$ cat config.mk
export PLATFORM = sky130hd
export DESIGN_NAME = gic_top
export DESIGN_NICKNAME = d
export VERILOG_FILES = /design/src/gic_pkg.sv /design/src/gic_top.sv
export SDC_FILE = /design/constraint.sdc
export NUM_CORES = 1
export LEC_CHECK = 0
export BUFFER_PORTS_ARGS = -buffer_cell sky130_fd_sc_hd__buf_2
export CAP_MARGIN = 40
export CELL_PAD_IN_SITES_DETAIL_PLACEMENT = 1
export CELL_PAD_IN_SITES_GLOBAL_PLACEMENT = 2
export CORE_UTILIZATION = 39
export DETAILED_ROUTE_END_ITERATION = 6
export GPL_ROUTABILITY_DRIVEN = 0
export PLACE_DENSITY = 0.89
export RECOVER_POWER = 100
export SLEW_MARGIN = 5
export SYNTH_ARGS = -nofsm -noshare
export SYNTH_HDL_FRONTEND = slang
export SYNTH_SLANG_ARGS = --single-unit
$ cat constraint.sdc
create_clock -name REF_CLK -period 2.6 [get_ports REF_CLK]
set_input_delay 0.13 -clock REF_CLK [delete_from_list [all_inputs] [get_ports REF_CLK]]
set_output_delay 0.13 -clock REF_CLK [all_outputs]
set_load 0.03 [all_outputs]
$ cat src/gic_pkg.sv
// Constants, mode and drive encodings for the gate input commutation block.
// Assumes one 125 MHz clock; mode, freewheel and dead-time settings come from
// configuration logic on that same clock.
// Overview of operation
// - Six-input mode: each phase follows its own input pair; both equal means both off.
// - Three-input mode: high input alone sets half-bridge; low inputs ignored.
// - Three-input mode makes complementary low gate internally, with programmable dead time.
// - Handshake per half-bridge: both gates never on together; short off gap.
// - Single-PWM mode: PWM on phase A high; three select bits on other pins.
// - Any PWM duty, including steady low or high, passes to selected gates.
// - Three select bits choose one of eight bridge states.
// - Dwell input high holds overlap state until it returns low.
// - Single-PWM mode ignores phase C low-side input.
// - Active freewheel drives low gate of PWM phases with inverted PWM.
// - Codes 0110, 0100, 1100 give steps AB, CB, CA.
// - Codes 1000, 1010, 0010 give steps BA, BC, AC.
// - Dwell codes drive the union of the two adjacent steps.
// - Code 1110 gives align; code 0000 stops with all gates low.
// - Diode freewheel holds low gate of PWM phases low.
`default_nettype none
package gic_pkg;
    typedef enum logic [1:0] {
        GIC_MODE_SIX = 2'h0,
        GIC_MODE_THREE = 2'h1,
        GIC_MODE_ONE = 2'h2,
        GIC_MODE_OFF = 2'h3
    } gic_mode_type;

    localparam int PHASES = 3;
    localparam int CNT_W = 8;
    localparam int CLK_PERIOD_NS = 8;
    // Dead time per step of the setting
    localparam int DEAD_STEP_NS = 40;
    localparam int DEAD_STEP_CYC_I = (DEAD_STEP_NS + CLK_PERIOD_NS - 1) / CLK_PERIOD_NS;
    localparam logic [CNT_W-1:0] DEAD_STEP_CYC = DEAD_STEP_CYC_I[CNT_W-1:0];
    localparam logic [CNT_W-1:0] CNT_ZERO = 8'h00;
    localparam logic [CNT_W-1:0] CNT_ONE = 8'h01;

    // Gate pair {high, low}
    localparam logic [1:0] GATE_OFF = 2'h0;
    localparam logic [1:0] GATE_LOW = 2'h1;
    localparam logic [1:0] GATE_HIGH = 2'h2;

    // Table drive per phase: bit 1 = PWM on high gate, bit 0 = low gate held on
    localparam logic [1:0] DRV_OFF = 2'h0;
    localparam logic [1:0] DRV_LOW = 2'h1;
    localparam logic [1:0] DRV_PWM = 2'h2;

    // Select code {sel2? no: phase_a_low, phase_b_high, phase_b_low, dwell}
    localparam logic [3:0] CODE_STOP = 4'h0;
    localparam logic [3:0] CODE_AB = 4'h6;
    localparam logic [3:0] CODE_AB_CB = 4'h5;
    localparam logic [3:0] CODE_CB = 4'h4;
    localparam logic [3:0] CODE_CB_CA = 4'hD;
    localparam logic [3:0] CODE_CA = 4'hC;
    localparam logic [3:0] CODE_CA_BA = 4'h9;
    localparam logic [3:0] CODE_BA = 4'h8;
    localparam logic [3:0] CODE_BA_BC = 4'hB;
    localparam logic [3:0] CODE_BC = 4'hA;
    localparam logic [3:0] CODE_BC_AC = 4'h3;
    localparam logic [3:0] CODE_AC = 4'h2;
    localparam logic [3:0] CODE_AC_AB = 4'h7;
    localparam logic [3:0] CODE_ALIGN = 4'hE;
endpackage
`default_nettype wire

$ cat src/gic_top.sv
// Input-mode decoder turning controller pins into six gate commands.
// Assumes the phase inputs are asynchronous pins and the configuration
// inputs are steady levels from logic on REF_CLK.
`timescale 1ns/1ps
`default_nettype none
module gic_top
    import gic_pkg::*;
#(
    parameter int DT_W = 4
) (
    input wire logic REF_CLK,
    input wire logic RESET_N,
    input wire logic PHASE_A_HIGH_INPUT,
    input wire logic PHASE_A_LOW_INPUT,
    input wire logic PHASE_B_HIGH_INPUT,
    input wire logic PHASE_B_LOW_INPUT,
    input wire logic PHASE_C_HIGH_INPUT,
    input wire logic PHASE_C_LOW_INPUT,
    input wire logic [1:0] MODE_SELECT,
    input wire logic FREEWHEEL_SELECT,
    input wire logic [DT_W-1:0] DEAD_TIME,
    output logic [PHASES-1:0] HIGH_GATE_OUT,
    output logic [PHASES-1:0] LOW_GATE_OUT
);
    logic [PHASES-1:0] hi_meta_q;
    logic [PHASES-1:0] lo_meta_q;
    logic [PHASES-1:0] hi_s_q;
    logic [PHASES-1:0] lo_s_q;
    logic [1:0] gate_q [PHASES];
    logic [CNT_W-1:0] cnt_q [PHASES];
    logic [1:0] gate_d [PHASES];
    logic [CNT_W-1:0] cnt_d [PHASES];
    logic [1:0] tgt [PHASES];
    logic [1:0] drv [PHASES];
    gic_mode_type mode;
    logic pwm;
    logic [3:0] code;
    logic [5:0] entry;
    logic [CNT_W-1:0] dead_cyc;

    assign mode = gic_mode_type'(MODE_SELECT);
    // PWM on phase A high; select on A low, B high, B low; dwell on C high
    assign pwm = hi_s_q[0];
    // Phase C low is never part of the code
    assign code = {lo_s_q[0], hi_s_q[1], lo_s_q[1], hi_s_q[2]};

    // Overlap entries are looked up directly while dwell is high, so the
    // union holds for exactly as long as the controller keeps it high.
    function automatic logic [5:0] step_table(input logic [3:0] c);
        case (c)
            CODE_AB: step_table = {DRV_PWM, DRV_LOW, DRV_OFF};
            CODE_CB: step_table = {DRV_OFF, DRV_LOW, DRV_PWM};
            CODE_CA: step_table = {DRV_LOW, DRV_OFF, DRV_PWM};
            CODE_BA: step_table = {DRV_LOW, DRV_PWM, DRV_OFF};
            CODE_BC: step_table = {DRV_OFF, DRV_PWM, DRV_LOW};
            CODE_AC: step_table = {DRV_PWM, DRV_OFF, DRV_LOW};
            CODE_AB_CB: step_table = {DRV_PWM, DRV_LOW, DRV_PWM};
            CODE_CB_CA: step_table = {DRV_LOW, DRV_LOW, DRV_PWM};
            CODE_CA_BA: step_table = {DRV_LOW, DRV_PWM, DRV_PWM};
            CODE_BA_BC: step_table = {DRV_LOW, DRV_PWM, DRV_LOW};
            CODE_BC_AC: step_table = {DRV_PWM, DRV_PWM, DRV_LOW};
            CODE_AC_AB: step_table = {DRV_PWM, DRV_LOW, DRV_LOW};
            CODE_ALIGN: step_table = {DRV_PWM, DRV_LOW, DRV_LOW};
            CODE_STOP: step_table = {DRV_OFF, DRV_OFF, DRV_OFF};
            // Unused dwell codes fall to stop for safety
            default: step_table = {DRV_OFF, DRV_OFF, DRV_OFF};
        endcase
    endfunction

    assign entry = step_table(code);
    assign dead_cyc = (mode == GIC_MODE_THREE) ?
        CNT_W'(DEAD_TIME * DEAD_STEP_CYC) : CNT_ZERO;

    genvar g;
    for (g = 0; g < PHASES; g++) begin : g_phase
        logic differ;
        assign drv[g] = entry[2*(PHASES-1-g) +: 2];
        assign tgt[g] =
            (mode == GIC_MODE_SIX) ? {hi_s_q[g] & ~lo_s_q[g], lo_s_q[g] & ~hi_s_q[g]} :
            (mode == GIC_MODE_THREE) ? {hi_s_q[g], ~hi_s_q[g]} :
            (mode == GIC_MODE_ONE) ? {drv[g][1] & pwm,
                drv[g][0] | (drv[g][1] & FREEWHEEL_SELECT & ~pwm)} :
            GATE_OFF;
        assign differ = tgt[g] != gate_q[g];
        // Break before make: an on gate always goes through off first
        assign gate_d[g] = !differ ? gate_q[g] :
            (gate_q[g] != GATE_OFF) ? GATE_OFF :
            (cnt_q[g] == CNT_ZERO) ? tgt[g] : gate_q[g];
        // Dead time counts from turn-off, so it survives a target change
        assign cnt_d[g] = (differ && gate_q[g] != GATE_OFF) ? dead_cyc :
            (cnt_q[g] != CNT_ZERO) ? cnt_q[g] - CNT_ONE : cnt_q[g];
        assign HIGH_GATE_OUT[g] = gate_q[g][1];
        assign LOW_GATE_OUT[g] = gate_q[g][0];
    end

    always_ff @(posedge REF_CLK or negedge RESET_N) begin
        if (!RESET_N) begin
            hi_meta_q <= '0;
            lo_meta_q <= '0;
            hi_s_q <= '0;
            lo_s_q <= '0;
            for (int i = 0; i < PHASES; i++) begin
                gate_q[i] <= GATE_OFF;
                cnt_q[i] <= CNT_ZERO;
            end
        end else begin
            hi_meta_q <= {PHASE_C_HIGH_INPUT, PHASE_B_HIGH_INPUT, PHASE_A_HIGH_INPUT};
            lo_meta_q <= {PHASE_C_LOW_INPUT, PHASE_B_LOW_INPUT, PHASE_A_LOW_INPUT};
            hi_s_q <= hi_meta_q;
            lo_s_q <= lo_meta_q;
            for (int i = 0; i < PHASES; i++) begin
                gate_q[i] <= gate_d[i];
                cnt_q[i] <= cnt_d[i];
            end
        end
    end
endmodule
`default_nettype wire

---- Yosys cells after proc, flatten, opt, wreduce, memory -nomap -nowiden ----
Memory sizes are Yosys's and may differ from the RTL's.
Cells that the tools add are included.
operators by class
  add/subtract/negate cells ............... 3
  bitwise logic cells ..................... 24
  equality and inequality tests ........... 5
  $mul .................................... 1
  mux-type cells .......................... 22
  reduce and logical (&&, ||, !) cells .... 22
operators with widths
  kind                                              count
  two-way mux 8 bit                                 6
  two-way mux 2 bit                                 15
  logical NOT 8 bit                                 3
  nonzero test 8 bit                                3
  subtractor 8 x 1 -> 8 bit, second input constant  3
  nonzero test 2 bit                                9
  bitwise AND 1 bit                                 15
  multiplier 4 x 3 -> 7 bit, second input constant  1
  two-way mux 7 bit                                 1
  != test 2 bit                                     3
  NOT 1 bit                                         6
  AND reduction 2 bit                               3
  logical AND 1 bit                                 3
  OR 1 bit                                          3
  == test 2 x 1 -> 1 bit, second input constant     1
  == test 2 bit, second input constant              1
  logical NOT 2 bit                                 1
word-level totals
  output and inout bits ................... 6
  flip-flop bits (word level) ............. 42
  ROM bits ................................ 96
  bits of input ports ..................... 15
  memories ................................ 1
memories
  memory            words  width  rd ports  clocked after memory_dff  write ports  RTL line       source
  (name not given)  16     6      1         0                         0            gic_top.sv:50  case (c)

---- Logic depth before layout (Yosys ltp) ----
Gate-level depths: netlist (run 1).
An unclocked memory read counts as a cell.
  depth after elaboration ................. 10
  depth in mapped cells ................... 9
  mapped depth without buffers ............ 8

---- Least setup slack after synthesis (run 1) ----
OpenSTA, ideal clock, no wires.
  path kind ............................... flip-flop to flip-flop
  start ................................... register lo_s_q[1]
  end ..................................... register cnt_q[16] in the netlist's numbering
  stages on the path, launching flop included .. 9
  data arrival time ....................... 1,946 ps
  setup time .............................. 126 ps
  required time ........................... 2,474 ps
  path slack .............................. 528 ps
  cells stage by stage .................... dfrtp_1 > inv_1 > ha_1 > and2_1 > o311ai_1 > and2_1 > buf_4 > o22ai_2 > a221o_1
between the ends
  word-level cells in the longest chain between the ends .. 10
ends and longest elaborated chain
  element                                                         RTL line        source
  start: declaration                                              gic_top.sv:28   logic [PHASES-1:0] lo_s_q;
  start signal: assignment                                        gic_top.sv:110  lo_s_q <= lo_meta_q;
  memory (16 x 6 bit) *                                           --
  bitwise AND 1 bit (2 in series)                                 gic_top.sv:82   drv[g][0] | (drv[g][1] & FREEWHEEL_SELECT & ~pwm)} :
  OR 1 bit                                                        gic_top.sv:82
  two-way mux 2 bit *                                             gic_top.sv:81   (mode == GIC_MODE_ONE) ? {drv[g][1] & pwm,
  two-way mux 2 bit *                                             gic_top.sv:80   (mode == GIC_MODE_THREE) ? {hi_s_q[g], ~hi_s_q[g]} :
  two-way mux 2 bit *                                             gic_top.sv:79   (mode == GIC_MODE_SIX) ? {hi_s_q[g] & ~lo_s_q[g], lo_s_q[g] & ~hi_s_q[g]} :
  != test 2 bit *                                                 gic_top.sv:84   assign differ = tgt[g] != gate_q[g];
  logical AND 1 bit *                                             gic_top.sv:90   assign cnt_d[g] = (differ && gate_q[g] != GATE_OFF) ? dead_cyc :
  two-way mux 8 bit / nonzero test 2 bit (equally long branches)  --
  end signal: indexed assignment                                  gic_top.sv:113  cnt_q[i] <= cnt_d[i];
  end: declaration                                                gic_top.sv:30   logic [CNT_W-1:0] cnt_q [PHASES];
Every way passes the cells marked *; elsewhere a longest branch is shown, timed or not.
A chain may end at the register's enable or synchronous reset.

---- Worst setup path in the final report (run 1) ----
  start ................................... register lo_s_q[1]
  end ..................................... register cnt_q[14] in the netlist's numbering
between the ends
  word-level cells in the longest chain between the ends .. 10
ends and longest elaborated chain
  element                                                         RTL line
  memory (16 x 6 bit)                                             --
  bitwise AND 1 bit (2 in series)                                 gic_top.sv:82
  OR 1 bit                                                        gic_top.sv:82
  two-way mux 2 bit                                               gic_top.sv:81
  two-way mux 2 bit                                               gic_top.sv:80
  two-way mux 2 bit *                                             gic_top.sv:79
  != test 2 bit *                                                 gic_top.sv:84
  logical AND 1 bit *                                             gic_top.sv:90
  two-way mux 8 bit / nonzero test 2 bit (equally long branches)  --
Marked as above.

==> metrics.yaml, run 1 <==
grt_util_all_layers: 0.207
worstSetupEndpointType: "register"
fin_crit_sh: 0.927
netlist.area_leader.share: 0.323
gr-usage-met3: 0.0260
hpwl_um: 6320
fp.dieW_um: 93.3
crit_type: "register to register"
p_leak_nw: 1.49
fin_crit_ns: 2.41
grtUsageMet2: 0.359
cts_tree: "built"
yosys_warnings: 0
power_density_mw_per_mm2: 657
run_status: "completed"
final.setup_skew_ns: 0.00492
area_delta_synth_final_pct: 9.05
max_freq_mhz: 415
ys_async_sr_fraction: 1.00
pre_cts_slack_ns: 0.176
vias: 2778
path_delay_family: "compound AO/OA/AOI/OAI gates"
max-vdd-ir-drop_mv: 0.409
synth.distinct_cells: 77
synthTopCellsByArea: "dfrtp_1, ha_1, nand2_1"
drv_cap: 0
grt_start_max_net_pins: 27
slew_violations: 0
finalWirelength_um: 8240
clock_latency_ns: 0.29
finalSetupViolations: 0
finalSetupTns_ns: 0
cts_post_setup_buffers_inserted: 0
worst_slack_ns: 0.190
drive_gt1_frac: 0.139
path_cells: "ha_1, nor2_1, nor3b_1, o22ai_1, o31a_1, a21oi_2, mux2_1"
clock_path_buffers: 2
grt_pass1_vias: 2902
grt-ovfl-total: 0
mostFrequentLayoutCells: "dfrtp_1, nand2_1, nor2_1"
dieArea_mm2: 0.00870
final_common_cell: "dfrtp_1"
multi_input_area_mm2: 0.00201
grt_pass1_wl_um: 14200
synth.cell_area_mm2: 0.00325
core_area_mm2: 0.00789
diodes: 0
nFillCells: 938
slowest_delay_ns: 0.50
path_max_fanout: 8
critPathLaunchType: "register"
drtPass1Iterations: 4
rsz0062_at_grt: "no"
synthCells: 357
synthesis.nets: 388
synth_top_flop_cell: "dfrtp_1"
start_util: 0.412
drtIter0Drc: 100
cts.htree.levels: 2
clk_pin_slew_ns: 0.10
stdcell_area_mm2: 0.00354
finalHoldViolCount: 0
io_buffers: 20
nNetsFinal: 410
cts-root-buf: "clkbuf_8"
tightestPinTransition_ns: 1.04
timing.slew.headroom: 0.305
hold_class: "input pin to register"
ys_seq_area_frac: 0.323
required_ns: 2.78
ant_nets: 0
synth_area_per_cell_um2: 9.10
io_pins: 21
arrival_ns: 2.59
synth_edf_count: 0
gr-usage-met1: 0.268
yosys.area.top_type: "dfrtp_1"
placed_area_mm2: 0.00342
wl_per_cell_um: 17.1
synth-seq-cells: 42
cp.buffers_inverters: 0
drc: 0
hold_ws_ns: 0.264
die_h_um: 93.3
antenna_found_initial: 0
regArea_mm2: 0.00105
clock_sinks: 42
cts_buffers: 5
rows: 32
busiest_layer: "met2"
cpMaxStageDelayCell: "dfrtp_1"
viasPerCell: 5.76
==> Yosys cell counts, types with 3 or more instances <==
| library cell | n |
|---|---|
| o21ai_0 | 7 |
| a211oi_1 | 4 |
| nand2_1 | 39 |
| nor3_1 | 14 |
| a21oi_1 | 17 |
| ha_1 | 15 |
| and2_1 | 4 |
| inv_1 | 14 |
| o31ai_1 | 6 |
| mux2i_1 | 7 |
| dfrtp_1 | 42 |
| a31oi_1 | 9 |
| xnor2_1 | 7 |
| o211ai_1 | 3 |
| nor2_1 | 35 |
| nand3b_1 | 3 |
| mux2_2 | 3 |
| a21o_1 | 3 |
| nor3b_1 | 3 |
| nand3_1 | 13 |
| buf_6 | 5 |
| a221oi_1 | 5 |
| clkbuf_1 | 7 |
| buf_2 | 4 |
| or3_1 | 5 |
| o22ai_1 | 4 |
| nand2b_1 | 8 |
| xor2_1 | 8 |
| o31a_1 | 3 |
==> state kept, by name, summed over array words and instances, names as in the netlist <==
register,cells
HIGH_GATE_OUT,3
lo_s_q,3
hi_meta_q,3
hi_s_q,3
lo_meta_q,3
LOW_GATE_OUT,3
cnt_q,24
==> per-stage QoR <==
stage | util | total power [W] | std cells
6_report | 0.449 | 0.00233 | 482
5_1_grt | 0.449 | 0.00249 | 482
4_1_cts | 0.455 | 0.00236 | 482
3_5_place_dp | 0.434 | 0.00187 | 467
3_3_place_gp | 0.431 | 0.00183 | 466
2_1_floorplan | - | 0.00164 | 357
==> report_power, final <==
part           leakage [nW]  switching (W)  internal, W
clock                0.0495       0.000270     0.000200
combinational         0.933       0.000503     0.000418
sequential            0.509       0.000154     0.000780
total                  1.49       0.000928      0.00140
==> worst register-to-register path: cells and delay by family, from the launching register on <==
kind,cells,cell delay (ns)
AND/OR/NAND/NOR,2,0.27
adder cells (fa/ha/maj),1,0.26
multiplexers,1,0.37
flip-flops,1,0.50
AO/OA/AOI/OAI,3,0.91
==> cells by family (layout without fill, tap and decap cells) <==
kind of cell / after synthesis / count (layout) / share of synthesized area
and+or+nand+nor: 143 / 143 / 0.236
AOI/OAI and AO/OA: 95 / 95 / 0.240
DFF: 42 / 42 / 0.323
buffers and inverters: 33 / 56 / 0.0524
adders and majority gates: 16 / 16 / 0.0639
xor gates and xnor gates: 15 / 15 / 0.0404
muxes: 13 / 13 / 0.0431
==> layer usage <==
layer | vias to the layer above | wire length (µm)
met5 | - | 0
met4 | 0 | 165
met3 | 11 | 194
met2 | 41 | 4020
met1 | 1370 | 3860
li1 | 1356 | -
==> final timing paths <==
| check | from | end | slack, ns | cells after the start |
|---|---|---|---|---|
| hold reg to reg | lo_meta_q[1]$_DFF_PN0_ | lo_s_q[1]$_DFF_PN0_ | 0.36 | 0 |
| setup / recovery | lo_s_q[1]$_DFF_PN0_ | cnt_q[14]$_DFFE_PN0P_ | 0.19 | 7 |
| setup reg to reg | lo_s_q[1]$_DFF_PN0_ | cnt_q[14]$_DFFE_PN0P_ | 0.19 | 7 |
| min in group asynchronous | RESET_N | cnt_q[7]$_DFFE_PN0P_ | 0.52 | 2 |
| max in group asynchronous | RESET_N | LOW_GATE_OUT[2]$_DFFE_PN0P_ | 0.88 | 3 |
| hold / removal | DEAD_TIME[1] | cnt_q[1]$_DFFE_PN0P_ | 0.26 | 5 |
==> what timing repair did <==
| item | CTS | global route |
|---|---|---|
| gates resized for setup | 0 | 1 |
| hold buffers | 7 | 0 |
| hold endpoints to repair | 22 | 0 |
| endpoints found under the setup margin | 0 | 5 |
==> area by class of cell <==
class | count | area share
clock inverters | 3 | 0.00742
clock buffers | 5 | 0.0194
well taps | 102 | 0.0360
multi-input cells | 282 | 0.569
flip-flops and latches | 42 | 0.297
repair buffers | 33 | 0.0561
inverters | 15 | 0.0159
Note: power is estimated with default switching activity, not from simulation.
==> run 2: changes to the inputs <==
--- a/config.mk
+++ b/config.mk
@@ -5,15 +5,15 @@
 export SDC_FILE = /design/constraint.sdc
 export NUM_CORES = 1
 export LEC_CHECK = 0
+export ABC_AREA = 1
 export BUFFER_PORTS_ARGS = -buffer_cell sky130_fd_sc_hd__buf_2
 export CAP_MARGIN = 40
 export CELL_PAD_IN_SITES_DETAIL_PLACEMENT = 1
 export CELL_PAD_IN_SITES_GLOBAL_PLACEMENT = 2
-export CORE_UTILIZATION = 39
+export CORE_UTILIZATION = 36
 export DETAILED_ROUTE_END_ITERATION = 6
 export GPL_ROUTABILITY_DRIVEN = 0
-export PLACE_DENSITY = 0.89
-export RECOVER_POWER = 100
+export PLACE_DENSITY = 0.88
 export SLEW_MARGIN = 5
 export SYNTH_ARGS = -nofsm -noshare
 export SYNTH_HDL_FRONTEND = slang
==> metrics.yaml, run 2 <==
cts-root-buf: "clkbuf_8"
synthTopCellsByArea: "dfrtp_1, nand2_1, ha_1"
slew_violations: 0  # unchanged
drtPass1Iterations: 4  # unchanged
grt_util_all_layers: 0.184  # -0.0230
finalHoldViolCount: 0  # unchanged
cts_tree: "built"
final.setup_skew_ns: 0.00923  # +0.00431 ns
timing.slew.headroom: 0.666  # +0.361
grt_pass1_wl_um: 10700  # -25%
path_max_fanout: 11  # +3
io_pins: 21  # unchanged
tightestPinTransition_ns: 0.501  # -0.541 ns
synth_common_cells: "nand2_1, inv_1, dfrtp_1"
worstSetupEndpointType: "register"
crit_type: "register to register"
grt_pass1_vias: 2258  # -22%
wl_per_cell_um: 13.2  # -23%
drive_gt1_frac: 0.138  # -0.00164
largest_register_ffs: 24  # unchanged
grt_start_max_net_pins: 24  # -11%
switchingPower_w: 0.000566  # -39%
io_buffers: 20  # unchanged
rr_endpoint: "cnt_q[22]$_DFFE_PN0P_"
ys_async_sr_fraction: 1.00  # unchanged
drtIter0Drc: 72  # -28%
final_common_cell: "nand2_1"
pre_cts_slack_ns: 0.579  # +0.403 ns
worst_slack_ns: 0.561  # +0.371 ns
power_frac_comb: 0.269  # -0.127
fp.dieW_um: 87.8  # -5.9%
start_util: 0.381  # -0.0307
r2r-start: "lo_s_q[1]$_DFF_PN0_"
antenna_found_initial: 0  # unchanged
clock_path_buffers: 2  # unchanged
netlist.area_leader.share: 0.397  # +0.0735
power_density_mw_per_mm2: 561  # -15%
synth-seq-cells: 42  # unchanged
grt-ovfl-total: 0  # unchanged
clock_latency_ns: 0.30  # about the same
swShare: 0.334  # -0.0651
p_leak_nw: 1.56  # +4.5%
ctsResizeCount: 0  # unchanged
clock_sinks: 42  # unchanged
pwr-share-seq: 0.465  # +0.063
synth_edf_count: 0  # unchanged
reg2reg_depth: 15  # +8
ys_seq_area_frac: 0.397  # +0.0735
synth_most_common_cell: "nand2_1"
finalWirelength_um: 6170  # -25%
finalSetupViolations: 0  # unchanged
synthCells: 337  # -5.6%
arrival_ns: 2.24  # -0.35 ns
drv_cap: 0  # unchanged
hold_depth: 5  # unchanged
rows: 30  # -6.3%
clk_pin_slew_ns: 0.08  # -0.02 ns
synth.distinct_cells: 35  # -55%
finalSetupTns_ns: 0  # unchanged
drc: 0  # unchanged
yosys.area.top_type: "dfrtp_1"
hold_start: "DEAD_TIME[0]"
required_ns: 2.80  # +0.02 ns
yosys_warnings: 0  # unchanged
ant_nets: 0  # unchanged
fin_crit_ns: 2.04  # -0.371 ns
max_freq_mhz: 490  # +18%
rsz0062_at_grt: "no"
viasPerCell: 4.73  # -18%
max-vdd-ir-drop_mv: 0.191  # -53%
min_to: "cnt_q[8]$_DFFE_PN0P_"
diodes: 0  # unchanged
rrSetupSlack_ns: 0.56  # +0.37 ns
die_h_um: 87.8  # -5.9%
hold_buffers: 7  # unchanged
synth_area_per_cell_um2: 7.86  # -14%
regMostFlops: "cnt_q"
cts_buffers: 5  # unchanged
synth_top_flop_cell: "dfrtp_1"
hold_class: "input pin to register"
area_delta_synth_final_pct: 14.2
cts.htree.levels: 2  # unchanged
crit_start: "lo_s_q[1]$_DFF_PN0_"
mostFrequentLayoutCells: "nand2_1, inv_1, dfrtp_1"
synth.cell_area_mm2: 0.00265  # -19%
p_int_w: 0.00113  # -19%
cts_post_setup_buffers_inserted: 0  # unchanged
dieArea_mm2: 0.00770  # -11%
hpwl_um: 4910  # -22%
fin_crit_sh: 0.784  # -0.143
run_status: "completed"
synthesis.nets: 368  # -5.2%
vias: 2202  # -21%
nFillCells: 868  # -7.5%
nNetsFinal: 400  # -2.4%
critPathLaunchType: "register"
clockPowerShare: 0.267  # +0.065
core_area_mm2: 0.00694  # -12%
run 2: how the worst max path moves through the flow:
stage	endpoint	slack [ns]
6_report	cnt_q[22]$_DFFE_PN0P_	0.56
3_3_place_gp	cnt_q[21]$_DFFE_PN0P_	0.63
4_1_cts	cnt_q[22]$_DFFE_PN0P_	0.57
5_1_grt	HIGH_GATE_OUT[0]$_DFFE_PN0P_	0.34
2_1_floorplan	cnt_q[22]$_DFFE_PN0P_	0.86
3_5_place_dp	cnt_q[21]$_DFFE_PN0P_	0.58
run 2: worst max-delay path: stages (launching register included):
cell,delay (ns)
dfrtp_1,0.46
inv_1,0.20
ha_1,0.19
nand2_2,0.05
o21ai_2,0.06
nand2_1,0.08
nand3_1,0.08
nand2_1,0.06
nand2_1,0.07
nand2_1,0.08
nand2_2,0.09
nand3_4,0.10
nand2_2,0.20
nand2_1,0.08
o21ai_1,0.08
inv_1,0.05
run 2: metrics by stage:
step                area, µm²  power [W]  hold slack (ns)  utilization  instances
CTS                      3020    0.00172            0.228        0.435        466
detailed placement       2860    0.00125            0.127        0.412        451
finish                   3020    0.00170            0.223        0.435        466
global route             3020    0.00181            0.263        0.435        466
global placement         2840    0.00123            0.238        0.409        450
floorplan                2650    0.00113           -0.166            -        337
run 2: cells by family (layout without fill, tap and decap cells):
family,count (synthesis),after routing,share of synthesized area
AND/OR/NAND/NOR,169,169,0.296
buffers and inverters,54,87,0.0855
flip-flops,42,42,0.397
AO/OA/AOI/OAI,37,37,0.0803
XOR/XNOR,19,19,0.0629
adder cells (fa/ha/maj),16,16,0.0785
run 2: final cells by class:
| type | count | area, µm² | area share |
|---|---|---|---|
| flip-flops and latches | 42 | 1050 | 0.348 |
| repair buffers | 28 | 190 | 0.0629 |
| well taps | 96 | 120 | 0.0397 |
| clock inverters | 2 | 12.5 | 0.00414 |
| clock buffers | 6 | 82.6 | 0.0273 |
| multi-input cells | 241 | 1370 | 0.453 |
| inverters | 51 | 196 | 0.0650 |
run 2: power by group through the flow:
| stage | Clock [W] | Combinational [W] | Sequential, W |
|---|---|---|---|
| CTS | 0.000473 | 0.000464 | 0.000787 |
| global placement | 0 | 0.000433 | 0.000799 |
| floorplan | 0 | 0.000337 | 0.000791 |
| detailed placement | 0 | 0.000451 | 0.000801 |
| finish | 0.000452 | 0.000456 | 0.000788 |
| global route | 0.000495 | 0.000524 | 0.000796 |
run 2: metal layers:
metal	share of wire	up-vias	track usage	wire length [µm]
li1	-	1127	-	-
met1	0.51	1052	0.247	3170
met2	0.45	15	0.302	2810
met3	0.019	8	0.0292	117
met4	0.013	0	0.0581	79
met5	0	-	0	0
